<file path="src/rtl/mode_reg_pkg.sv">
// package of offsets, field positions and reset values for mode registers 06h..0ch
// assumes a single 250 MHz core clock shared by the command decoder and this bank
package mode_reg_pkg;

  // ----------------------------------------------------------------
  // mode register indices
  // ----------------------------------------------------------------
  localparam logic [5:0] REVISION_ID_ONE_IDX           = 6'h06;
  localparam logic [5:0] REVISION_ID_TWO_IDX           = 6'h07;
  localparam logic [5:0] DEVICE_GEOMETRY_INFO_IDX      = 6'h08;
  localparam logic [5:0] VENDOR_TEST_CONTROL_IDX       = 6'h09;
  localparam logic [5:0] IMPEDANCE_CAL_RESET_IDX       = 6'h0a;
  localparam logic [5:0] RECEIVER_TERMINATION_CTRL_IDX = 6'h0b;
  localparam logic [5:0] CMD_BUS_VREF_CTRL_IDX         = 6'h0c;

  // ----------------------------------------------------------------
  // field positions
  // ----------------------------------------------------------------
  localparam int TYPE_LSB          = 0;
  localparam int DENSITY_LSB       = 2;
  localparam int IO_WIDTH_LSB      = 6;
  localparam int CAL_RESTORE_BIT   = 0;
  localparam int DATA_TERM_LSB     = 0;
  localparam int CMD_TERM_LSB      = 4;
  localparam int VREF_SETTING_LSB  = 0;
  localparam int VREF_RANGE_BIT    = 6;

  // ----------------------------------------------------------------
  // codes and reset values
  // ----------------------------------------------------------------
  localparam logic [1:0] SIXTEEN_PREFETCH_TYPE = 2'h0;
  localparam logic [1:0] IO_WIDTH_X16          = 2'h0;
  localparam logic [1:0] IO_WIDTH_X8           = 2'h1;
  localparam logic [3:0] DENSITY_16GB          = 4'h6;
  localparam logic [3:0] DENSITY_1GB           = 4'hc;
  localparam logic [2:0] TERM_DISABLED         = 3'h0;
  localparam logic [2:0] TERM_RESERVED         = 3'h7;
  localparam logic [7:0] TEST_CONTROL_RESET    = 8'h00;
  localparam logic [5:0] VREF_SETTING_RESET    = 6'h00;
  localparam logic       VREF_RANGE_RESET      = 1'b1;
  localparam logic [7:0] ZERO_BYTE             = 8'h00;

  // ----------------------------------------------------------------
  // timing
  // ----------------------------------------------------------------
  localparam int CLK_PERIOD_PS    = 4000;
  localparam int READ_LATENCY_CYC = 1;

endpackage

</file>
<file path="src/rtl/mode_register_bank.sv">
// mode register bank for indices 06h..0ch: identity, test, calibration, termination, vref
// assumes commands arrive already decoded, one per cycle, on the core clock; the
// set point selects come from the neighbouring register on the same clock

`timescale 1ns/1ps

module mode_register_bank #(
  parameter logic [7:0] REVISION_ONE  = 8'h01,  // arbitrary value
  parameter logic [7:0] REVISION_TWO  = 8'h02,  // arbitrary value
  parameter logic [3:0] DENSITY_CODE  = mode_reg_pkg::DENSITY_16GB,
  parameter logic [1:0] IO_WIDTH_CODE = mode_reg_pkg::IO_WIDTH_X16
) (
  input  wire logic        clk,
  input  wire logic        rst,
  input  wire logic        writeStrobe,
  input  wire logic        readStrobe,
  input  wire logic [5:0]  mode_register_index,
  input  wire logic [7:0]  mode_register_payload,
  input  wire logic        setpoint_access_select,
  input  wire logic        setpoint_active_select,
  input  wire logic        calPinGrounded,
  input  wire logic        calCommand,
  output logic      [15:0] readData,
  output logic             readValid,
  output logic      [7:0]  vendorTestMode,
  output logic             impedance_cal_default_restore,
  output logic             calibrationStart,
  output logic             calDefaultOnly,
  output logic      [2:0]  data_receiver_termination,
  output logic      [2:0]  command_receiver_termination,
  output logic      [5:0]  commandVrefSetting,
  output logic             command_vref_range_select
);

  // ----------------------------------------------------------------
  // elaboration checks
  // ----------------------------------------------------------------
  if (!(DENSITY_CODE <= mode_reg_pkg::DENSITY_16GB || DENSITY_CODE == mode_reg_pkg::DENSITY_1GB))
  begin : gDensityCheck
    $error("density code is reserved");
  end
  if (IO_WIDTH_CODE != mode_reg_pkg::IO_WIDTH_X16 && IO_WIDTH_CODE != mode_reg_pkg::IO_WIDTH_X8)
  begin : gWidthCheck
    $error("io width code is reserved");
  end

  // ----------------------------------------------------------------
  // state
  // ----------------------------------------------------------------
  logic [7:0]  testMode_reg,   testMode_next;
  logic [2:0]  dataTerm_reg    [2];
  logic [2:0]  dataTerm_next   [2];
  logic [2:0]  cmdTerm_reg     [2];
  logic [2:0]  cmdTerm_next    [2];
  logic [6:0]  vref_reg        [2];
  logic [6:0]  vref_next       [2];
  logic        calRestore_reg, calRestore_next;
  logic        calStart_reg,   calStart_next;
  logic        readValid_reg,  readValid_next;
  logic [15:0] readData_reg,   readData_next;
  logic [2:0]  actData_reg,    actData_next;
  logic [2:0]  actCmd_reg,     actCmd_next;
  logic [6:0]  actVref_reg,    actVref_next;
  logic        pinMeta_reg;
  logic        pinSync_reg;

  wire logic [7:0] geometryByte = {IO_WIDTH_CODE, DENSITY_CODE,
                                   mode_reg_pkg::SIXTEEN_PREFETCH_TYPE};

  function automatic logic hits(input logic [5:0] idx, input logic [5:0] target);
    hits = (idx == target);
  endfunction

  // ----------------------------------------------------------------
  // read multiplexer
  // ----------------------------------------------------------------
  // write-only registers read as zero; their contents stay internal
  function automatic logic [7:0] readByte(input logic [5:0] idx, input logic [6:0] vrefSel);
    readByte = mode_reg_pkg::ZERO_BYTE;
    if (hits(idx, mode_reg_pkg::REVISION_ID_ONE_IDX))
      readByte = REVISION_ONE;
    else if (hits(idx, mode_reg_pkg::REVISION_ID_TWO_IDX))
      readByte = REVISION_TWO;
    else if (hits(idx, mode_reg_pkg::DEVICE_GEOMETRY_INFO_IDX))
      readByte = geometryByte;
    else if (hits(idx, mode_reg_pkg::CMD_BUS_VREF_CTRL_IDX))
      readByte = {1'b0, vrefSel};
  endfunction

  // ----------------------------------------------------------------
  // next-state logic
  // ----------------------------------------------------------------
  always_comb
  begin
    testMode_next   = testMode_reg;
    dataTerm_next   = dataTerm_reg;
    cmdTerm_next    = cmdTerm_reg;
    vref_next       = vref_reg;
    calRestore_next = 1'b0;
    // calibration runs only with the reference resistor fitted
    calStart_next   = calCommand && !pinSync_reg;
    readValid_next  = readStrobe;
    readData_next   = readData_reg;
    if (readStrobe)
      readData_next = {mode_reg_pkg::ZERO_BYTE,
                       readByte(mode_register_index, vref_reg[setpoint_access_select])};
    // read-only indices have no write path at all
    if (writeStrobe)
    begin
      if (hits(mode_register_index, mode_reg_pkg::VENDOR_TEST_CONTROL_IDX))
        testMode_next = mode_register_payload;
      if (hits(mode_register_index, mode_reg_pkg::IMPEDANCE_CAL_RESET_IDX))
        calRestore_next = mode_register_payload[mode_reg_pkg::CAL_RESTORE_BIT];
      if (hits(mode_register_index, mode_reg_pkg::RECEIVER_TERMINATION_CTRL_IDX))
      begin
        // reserved bits 3 and 7 are dropped here
        dataTerm_next[setpoint_access_select] =
          mode_register_payload[mode_reg_pkg::DATA_TERM_LSB +: 3];
        cmdTerm_next[setpoint_access_select] =
          mode_register_payload[mode_reg_pkg::CMD_TERM_LSB +: 3];
      end
      if (hits(mode_register_index, mode_reg_pkg::CMD_BUS_VREF_CTRL_IDX))
        vref_next[setpoint_access_select] = mode_register_payload[6:0];
    end
    // only the active copy steers the receivers
    actData_next = dataTerm_reg[setpoint_active_select];
    actCmd_next  = cmdTerm_reg[setpoint_active_select];
    actVref_next = vref_reg[setpoint_active_select];
  end

  // ----------------------------------------------------------------
  // registers
  // ----------------------------------------------------------------
  always_ff @(posedge clk or posedge rst)
  begin
    if (rst)
    begin
      testMode_reg   <= mode_reg_pkg::TEST_CONTROL_RESET;
      for (int i = 0; i < 2; i++)
      begin
        dataTerm_reg[i] <= mode_reg_pkg::TERM_DISABLED;
        cmdTerm_reg[i]  <= mode_reg_pkg::TERM_DISABLED;
        vref_reg[i]     <= {mode_reg_pkg::VREF_RANGE_RESET, mode_reg_pkg::VREF_SETTING_RESET};
      end
      calRestore_reg <= 1'b0;
      calStart_reg   <= 1'b0;
      readValid_reg  <= 1'b0;
      readData_reg   <= 16'h0000;
      actData_reg    <= mode_reg_pkg::TERM_DISABLED;
      actCmd_reg     <= mode_reg_pkg::TERM_DISABLED;
      actVref_reg    <= {mode_reg_pkg::VREF_RANGE_RESET, mode_reg_pkg::VREF_SETTING_RESET};
      // assume grounded until the strap has been sampled: default calibration is safe
      pinMeta_reg    <= 1'b1;
      pinSync_reg    <= 1'b1;
    end
    else
    begin
      testMode_reg   <= testMode_next;
      dataTerm_reg   <= dataTerm_next;
      cmdTerm_reg    <= cmdTerm_next;
      vref_reg       <= vref_next;
      calRestore_reg <= calRestore_next;
      calStart_reg   <= calStart_next;
      readValid_reg  <= readValid_next;
      readData_reg   <= readData_next;
      actData_reg    <= actData_next;
      actCmd_reg     <= actCmd_next;
      actVref_reg    <= actVref_next;
      pinMeta_reg    <= calPinGrounded;
      pinSync_reg    <= pinMeta_reg;
    end
  end

  // ----------------------------------------------------------------
  // outputs
  // ----------------------------------------------------------------
  assign readData                      = readData_reg;
  assign readValid                     = readValid_reg;
  assign vendorTestMode                = testMode_reg;
  assign impedance_cal_default_restore = calRestore_reg;
  assign calibrationStart              = calStart_reg;
  assign calDefaultOnly                = pinSync_reg;
  assign data_receiver_termination     = actData_reg;
  assign command_receiver_termination  = actCmd_reg;
  assign commandVrefSetting            = actVref_reg[mode_reg_pkg::VREF_SETTING_LSB +: 6];
  assign command_vref_range_select     = actVref_reg[mode_reg_pkg::VREF_RANGE_BIT];
endmodule

</file>
<file path="config.mk">
export PLATFORM = sky130hd
export DESIGN_NAME = mode_register_bank
export DESIGN_NICKNAME = d
export VERILOG_FILES = /design/src/rtl/mode_reg_pkg.sv /design/src/rtl/mode_register_bank.sv
export SDC_FILE = /design/constraint.sdc
export NUM_CORES = 1
export LEC_CHECK = 0
export BUFFER_PORTS_ARGS = -buffer_cell sky130_fd_sc_hd__buf_2
export CAP_MARGIN = 10
export CORE_MARGIN = 1.5
export CORE_UTILIZATION = 47
export DETAILED_ROUTE_END_ITERATION = 7
export MAX_ROUTING_LAYER = met4
export PLACE_DENSITY = 0.79
export SLEW_MARGIN = 20
export SYNTH_ARGS = -nofsm -noshare
export SYNTH_HDL_FRONTEND = slang
export SYNTH_SLANG_ARGS = --single-unit
export TNS_END_PERCENT = 20
</file>
<file path="constraint.sdc">
create_clock -name clk -period 1.77 [get_ports clk]
set_clock_uncertainty 0.15 [all_clocks]
set_input_delay 0.0885 -clock clk [delete_from_list [all_inputs] [get_ports clk]]
set_output_delay 0.0885 -clock clk [all_outputs]
set_load 0.01 [all_outputs]
</file>
# Yosys cells after proc, flatten, opt, wreduce, memory -nomap -nowiden
# Cells that the tools add are included.
[word_totals]
out_inout_bits = 41
inputBits = 22
elab_cells = 59
reg_bits = 60
[op_classes]
n_eq_ne = 7
n_bitwise = 2
n_reduce_logical = 6
order_cmp = 3
muxes = 25
[ops]
columns = ["op", "count"]
rows = [
  ["7-bit two-way mux", 11],
  ["6-bit by 4-bit equality test with 1-bit output (second input constant)", 5],
  ["3-bit two-way mux", 7],
  ["14-bit bitwise mux", 1],
  ["6-bit bitwise mux", 2],
  ["6-bit by 3-bit equality test with 1-bit output (second input constant)", 2],
  ["7-bit demux with 1-bit select", 1],
  ["2-bit AND reduction", 3],
  ["2-bit greater-or-equal comparator (second input constant)", 2],
  ["1-bit inverter with 2-bit output", 2],
  ["3-bit demux with 1-bit select", 1],
  ["1-bit logical AND", 2],
  ["2-bit by 1-bit less-than comparator with 1-bit output (second input constant)", 1],
  ["1-bit two-way mux", 2],
  ["1-bit zero test", 1],
]

# Logic depth before layout (Yosys ltp)
[depth]
depth_word = 8
mapped_depth = 4
mapped_depth_nobuf = 3

# Worst setup path after synthesis
# OpenSTA, ideal clock, no wires.
[synth_timing]
path_kind = "input-to-reg"
from = "input port mode_register_index[5]"
to = "register vref_reg[10] in the netlist's numbering"
required_ns = 1.495
cell_stages = 4
setup_time_ns = 0.125
arrival_ns = 1.366
setup_slack_ns = 0.129
path_buffers = 1
cell_sequence = "or3_1 -> buf_4 -> nor4_4 -> mux2_2"
[synth_via]
elab_chain_len = 2
[synth_lines]
columns = ["item", "line_no", "text"]
rows = [
  ["start, declared", "mode_register_bank.sv:17", "input wire logic [5:0] mode_register_index,"],
  ["6-bit by 4-bit equality test with 1-bit output", "mode_register_bank.sv:71", "hits = (idx == target);"],
  ["2-bit AND reduction (no source line)", "-", ""],
  ["end signal, assigned by index", "mode_register_bank.sv:143", "vref_reg[i] <= {mode_reg_pkg::VREF_RANGE_RESET, mode_reg_pkg::VREF_SETTING_RESET};"],
  ["end signal, assigned", "mode_register_bank.sv:161", "vref_reg <= vref_next;"],
  ["end, declared", "mode_register_bank.sv:55", "logic [6:0] vref_reg [2];"],
]
# No other way between the ends.
# A chain may end at the register's enable or synchronous reset.

# Worst setup path after layout
[layout_timing]
from = "input port mode_register_index[0]"
to = "register cmdTerm_reg[4] in the netlist's numbering"
[layout_via]
elab_chain_len = 2
[layout_lines]
columns = ["item", "line_no", "text"]
rows = [
  ["6-bit by 4-bit equality test with 1-bit output", "mode_register_bank.sv:71", ""],
  ["2-bit AND reduction (no source line)", "-", ""],
  ["end signal, assigned by index", "mode_register_bank.sv:142", "cmdTerm_reg[i] <= mode_reg_pkg::TERM_DISABLED;"],
  ["end signal, assigned", "mode_register_bank.sv:160", "cmdTerm_reg <= cmdTerm_next;"],
  ["end, declared", "mode_register_bank.sv:53", "logic [2:0] cmdTerm_reg [2];"],
]
# No other way between the ends.

==> impl_metrics.env <==
export IMPL_fin_nets=276
export IMPL_first_pass_iters=5
export IMPL_drive_gt1_share_pct=52.5
export IMPL_synth_area_um2=2470
export IMPL_setup_tns_final_ns=0
export IMPL_cts_resized=0
export IMPL_total_leakage_power_uw=0.00167
export IMPL_r2r_slack_ns=0.50
export IMPL_synth_area_top_cells="dfrtp_1 (55%), mux2_2 (23%), dfstp_2 (5.3%)"
export IMPL_synth_seq_cells=59
export IMPL_layout_setup_ws_ns=0.173
export IMPL_synthTopCellsByCount="dfrtp_1 (54), mux2_2 (50), buf_4 (10), mux2i_1 (7)"
export IMPL_routed_wl_um=4780
export IMPL_synth_flop_cell="dfrtp_1"
export IMPL_end_kind="register"
export IMPL_area_growth_pct=29.8
export IMPL_crit_type="in2reg"
export IMPL_fmax_ghz=0.626
export IMPL_cts_tree="yes"
export IMPL_rsz0062_at_grt="no"
export IMPL_largest_reg_flops=14
export IMPL_yosysUniqueCellTypes=29
export IMPL_die_w_um=75.5
export IMPL_power_density_nw_per_um2=922
export IMPL_vias=1607
export IMPL_whs_path_depth=4
export IMPL_htree_levels=3
export IMPL_grt_pass1_vias=1525
export IMPL_final_design_area_no_fill_um2=3200
export IMPL_cp_data_required_time_ns=1.84
export IMPL_clk_latency_ns=0.34
export IMPL_rr_startpoint="vref_reg[1]$_DFFE_PP0P_"
export IMPL_arrival_ns=1.66
export IMPL_whs_endpoint="readData[1]$_DFFE_PP0P_"
export IMPL_cp_cell_sequence="buf_2, dlygate4sd3_1, buf_4, and3b_1, nand3_1, buf_4, mux2_2"
export IMPL_synth_edf_count=0
export IMPL_r2r_worst_path_cells=3
export IMPL_start_kind="input pin"
export IMPL_worstHoldStart="mode_register_index[2]"
export IMPL_synth_most_common_cell="dfrtp_1"
export IMPL_critPathMaxFanout=6
export IMPL_fin_crit_sh_pct=90.2
export IMPL_layoutNonFillerInstCount=329
export IMPL_place_inst=294
export IMPL_viasPerCell=4.88
export IMPL_dpl_worst_slack_ns=0.0162
export IMPL_ys_warn_count=0
export IMPL_syn_avg_cell_area_um2=14.7
export IMPL_wl_per_cell_um=14.5
export IMPL_overflow=0
export IMPL_regToRegEndpoint="readData[1]$_DFFE_PP0P_"
export IMPL_status="finished clean"
export IMPL_antenna_left=0
export IMPL_grt_total_usage_pct=19.1
export IMPL_yosys_area_top_type="dfrtp_1"
export IMPL_drc_errors=0
export IMPL_gp_congestion=0.851
export IMPL_cts_setup_buffers=0
export IMPL_numCtsBuffers=9
export IMPL_core_rowCount=26
export IMPL_path_common_cell="buf_4"
export IMPL_ir_drop_mv=0.582
export IMPL_dieArea_um2=5700
export IMPL_register_area_um2=1480
export IMPL_synth_top_cell_area_share_pct=54.7
export IMPL_core_um2=5070
export IMPL_slew_violations=0
export IMPL_die_y_um=75.5
export IMPL_nFillCells=397
export IMPL_dpl_hpwl_um=3010
export IMPL_period_minus_slack_ns=1.60
export IMPL_place_area_um2=2840
export IMPL_grt_pass1_wl_um=7400
export IMPL_grt_max_degree=60
export IMPL_port_buffers=53
export IMPL_cts_clk_slew_worst_paths_ns=0.06
export IMPL_clock_sinks=59
export IMPL_report_final_hold_viol_count=0
export IMPL_initial_core_util_pct=48.6
export IMPL_critPathMaxStageDelay_ns=0.55
export IMPL_cts_buffer_depth=2
export IMPL_power_total_uw=2950
export IMPL_cp_slowest_cell="dlygate4sd3_1"
export IMPL_drv_cap=0
export IMPL_ys_seq_area_share_pct=60.1
export IMPL_antenna_found_initial=0
export IMPL_setup_viol=0
export IMPL_diodes=0
export IMPL_drt_iter0_markers=74
export IMPL_hold_class="in2reg"
export IMPL_async_flop_share_pct=100
export IMPL_ctsRootBufferMaster="clkbuf_8"
export IMPL_multi_input_area_um2=917
export IMPL_syn_inst=168
export IMPL_io_pins=63
## per-stage QoR
step	hold slack, ns	utilization, %
2_1_floorplan	-0.0570	-
3_3_place_gp	0.0181	56.0
3_5_place_dp	0.0257	56.0
4_1_cts	0.0629	63.1
5_1_grt	0.0808	63.1
6_report	0.0781	63.1
## area by class of cell
class | instances | share of cell area [%]
multi-input cells | 101 | 28.6
clock inverters | 2 | 0.313
repair buffers | 81 | 16.7
well taps | 70 | 2.73
clock buffers | 14 | 5.08
flip-flops and latches | 59 | 46.3
inverters | 2 | 0.234
## power breakdown
part	internal (uW)	total, uW	switching, uW
Sequential	1460	1510	50.1
Combinational	187	360	173
Clock	581	1080	498
## critical path: cells and delay by family
kind,cells,cell delay (ns)
buffers and inverters,4,0.98
AND/OR/NAND/NOR,2,0.25
multiplexers,1,0.34
## cells by family after synthesis
kind of cell	share of synthesized area (%)
buffers and inverters	4.00
DFF	60.1
AOI/OAI and AO/OA	1.98
other	0.152
muxes	25.6
and+or+nand+nor	8.16
## layout by cell type, fill, tap and decap left out, types with 2 or more instances in the layout
| cell type | n |
|---|---|
| dfrtp_1 | 54 |
| buf_2 | 53 |
| mux2_2 | 50 |
| dlygate4sd3_1 | 19 |
| clkbuf_8 | 11 |
| conb_1 | 9 |
| buf_4 | 8 |
| mux2i_1 | 7 |
| nor3_1 | 5 |
| nand2_1 | 5 |
| dfstp_2 | 5 |
| nor2b_1 | 3 |
| clkbuf_1 | 3 |
| or3_1 | 2 |
| nand3b_1 | 2 |
| nor2_1 | 2 |
| nand4b_1 | 2 |
| a31o_2 | 2 |
| and3_1 | 2 |
| clkinv_2 | 2 |
## routing by layer
layer | global-route usage, % | part of all wire, %
met5 | - | 0
met2 | 28.0 | 47
met3 | 3.97 | 4.1
met1 | 24.9 | 47
met4 | 10.7 | 1.5
## what timing repair did
item	CTS	global route
endpoints found under the hold margin	100	0
endpoints found under the setup margin	0	0
hold buffers	19	0
## worst max path at each step
stage	start	to	slack [ns]	depth (start not counted)
detailed placement	mode_register_index[5]	readData[1]$_DFFE_PP0P_	0.02	5
global route	mode_register_index[0]	cmdTerm_reg[4]$_DFFE_PP0P_	0.12	7
CTS	mode_register_index[0]	cmdTerm_reg[4]$_DFFE_PP0P_	0.19	7
finish	mode_register_index[0]	cmdTerm_reg[4]$_DFFE_PP0P_	0.17	7
floorplan	rst	actVref_reg[0]$_DFF_PP0_	0.08	1
global placement	mode_register_index[5]	readData[1]$_DFFE_PP0P_	0.05	5
(Power assumes the default switching activity.)
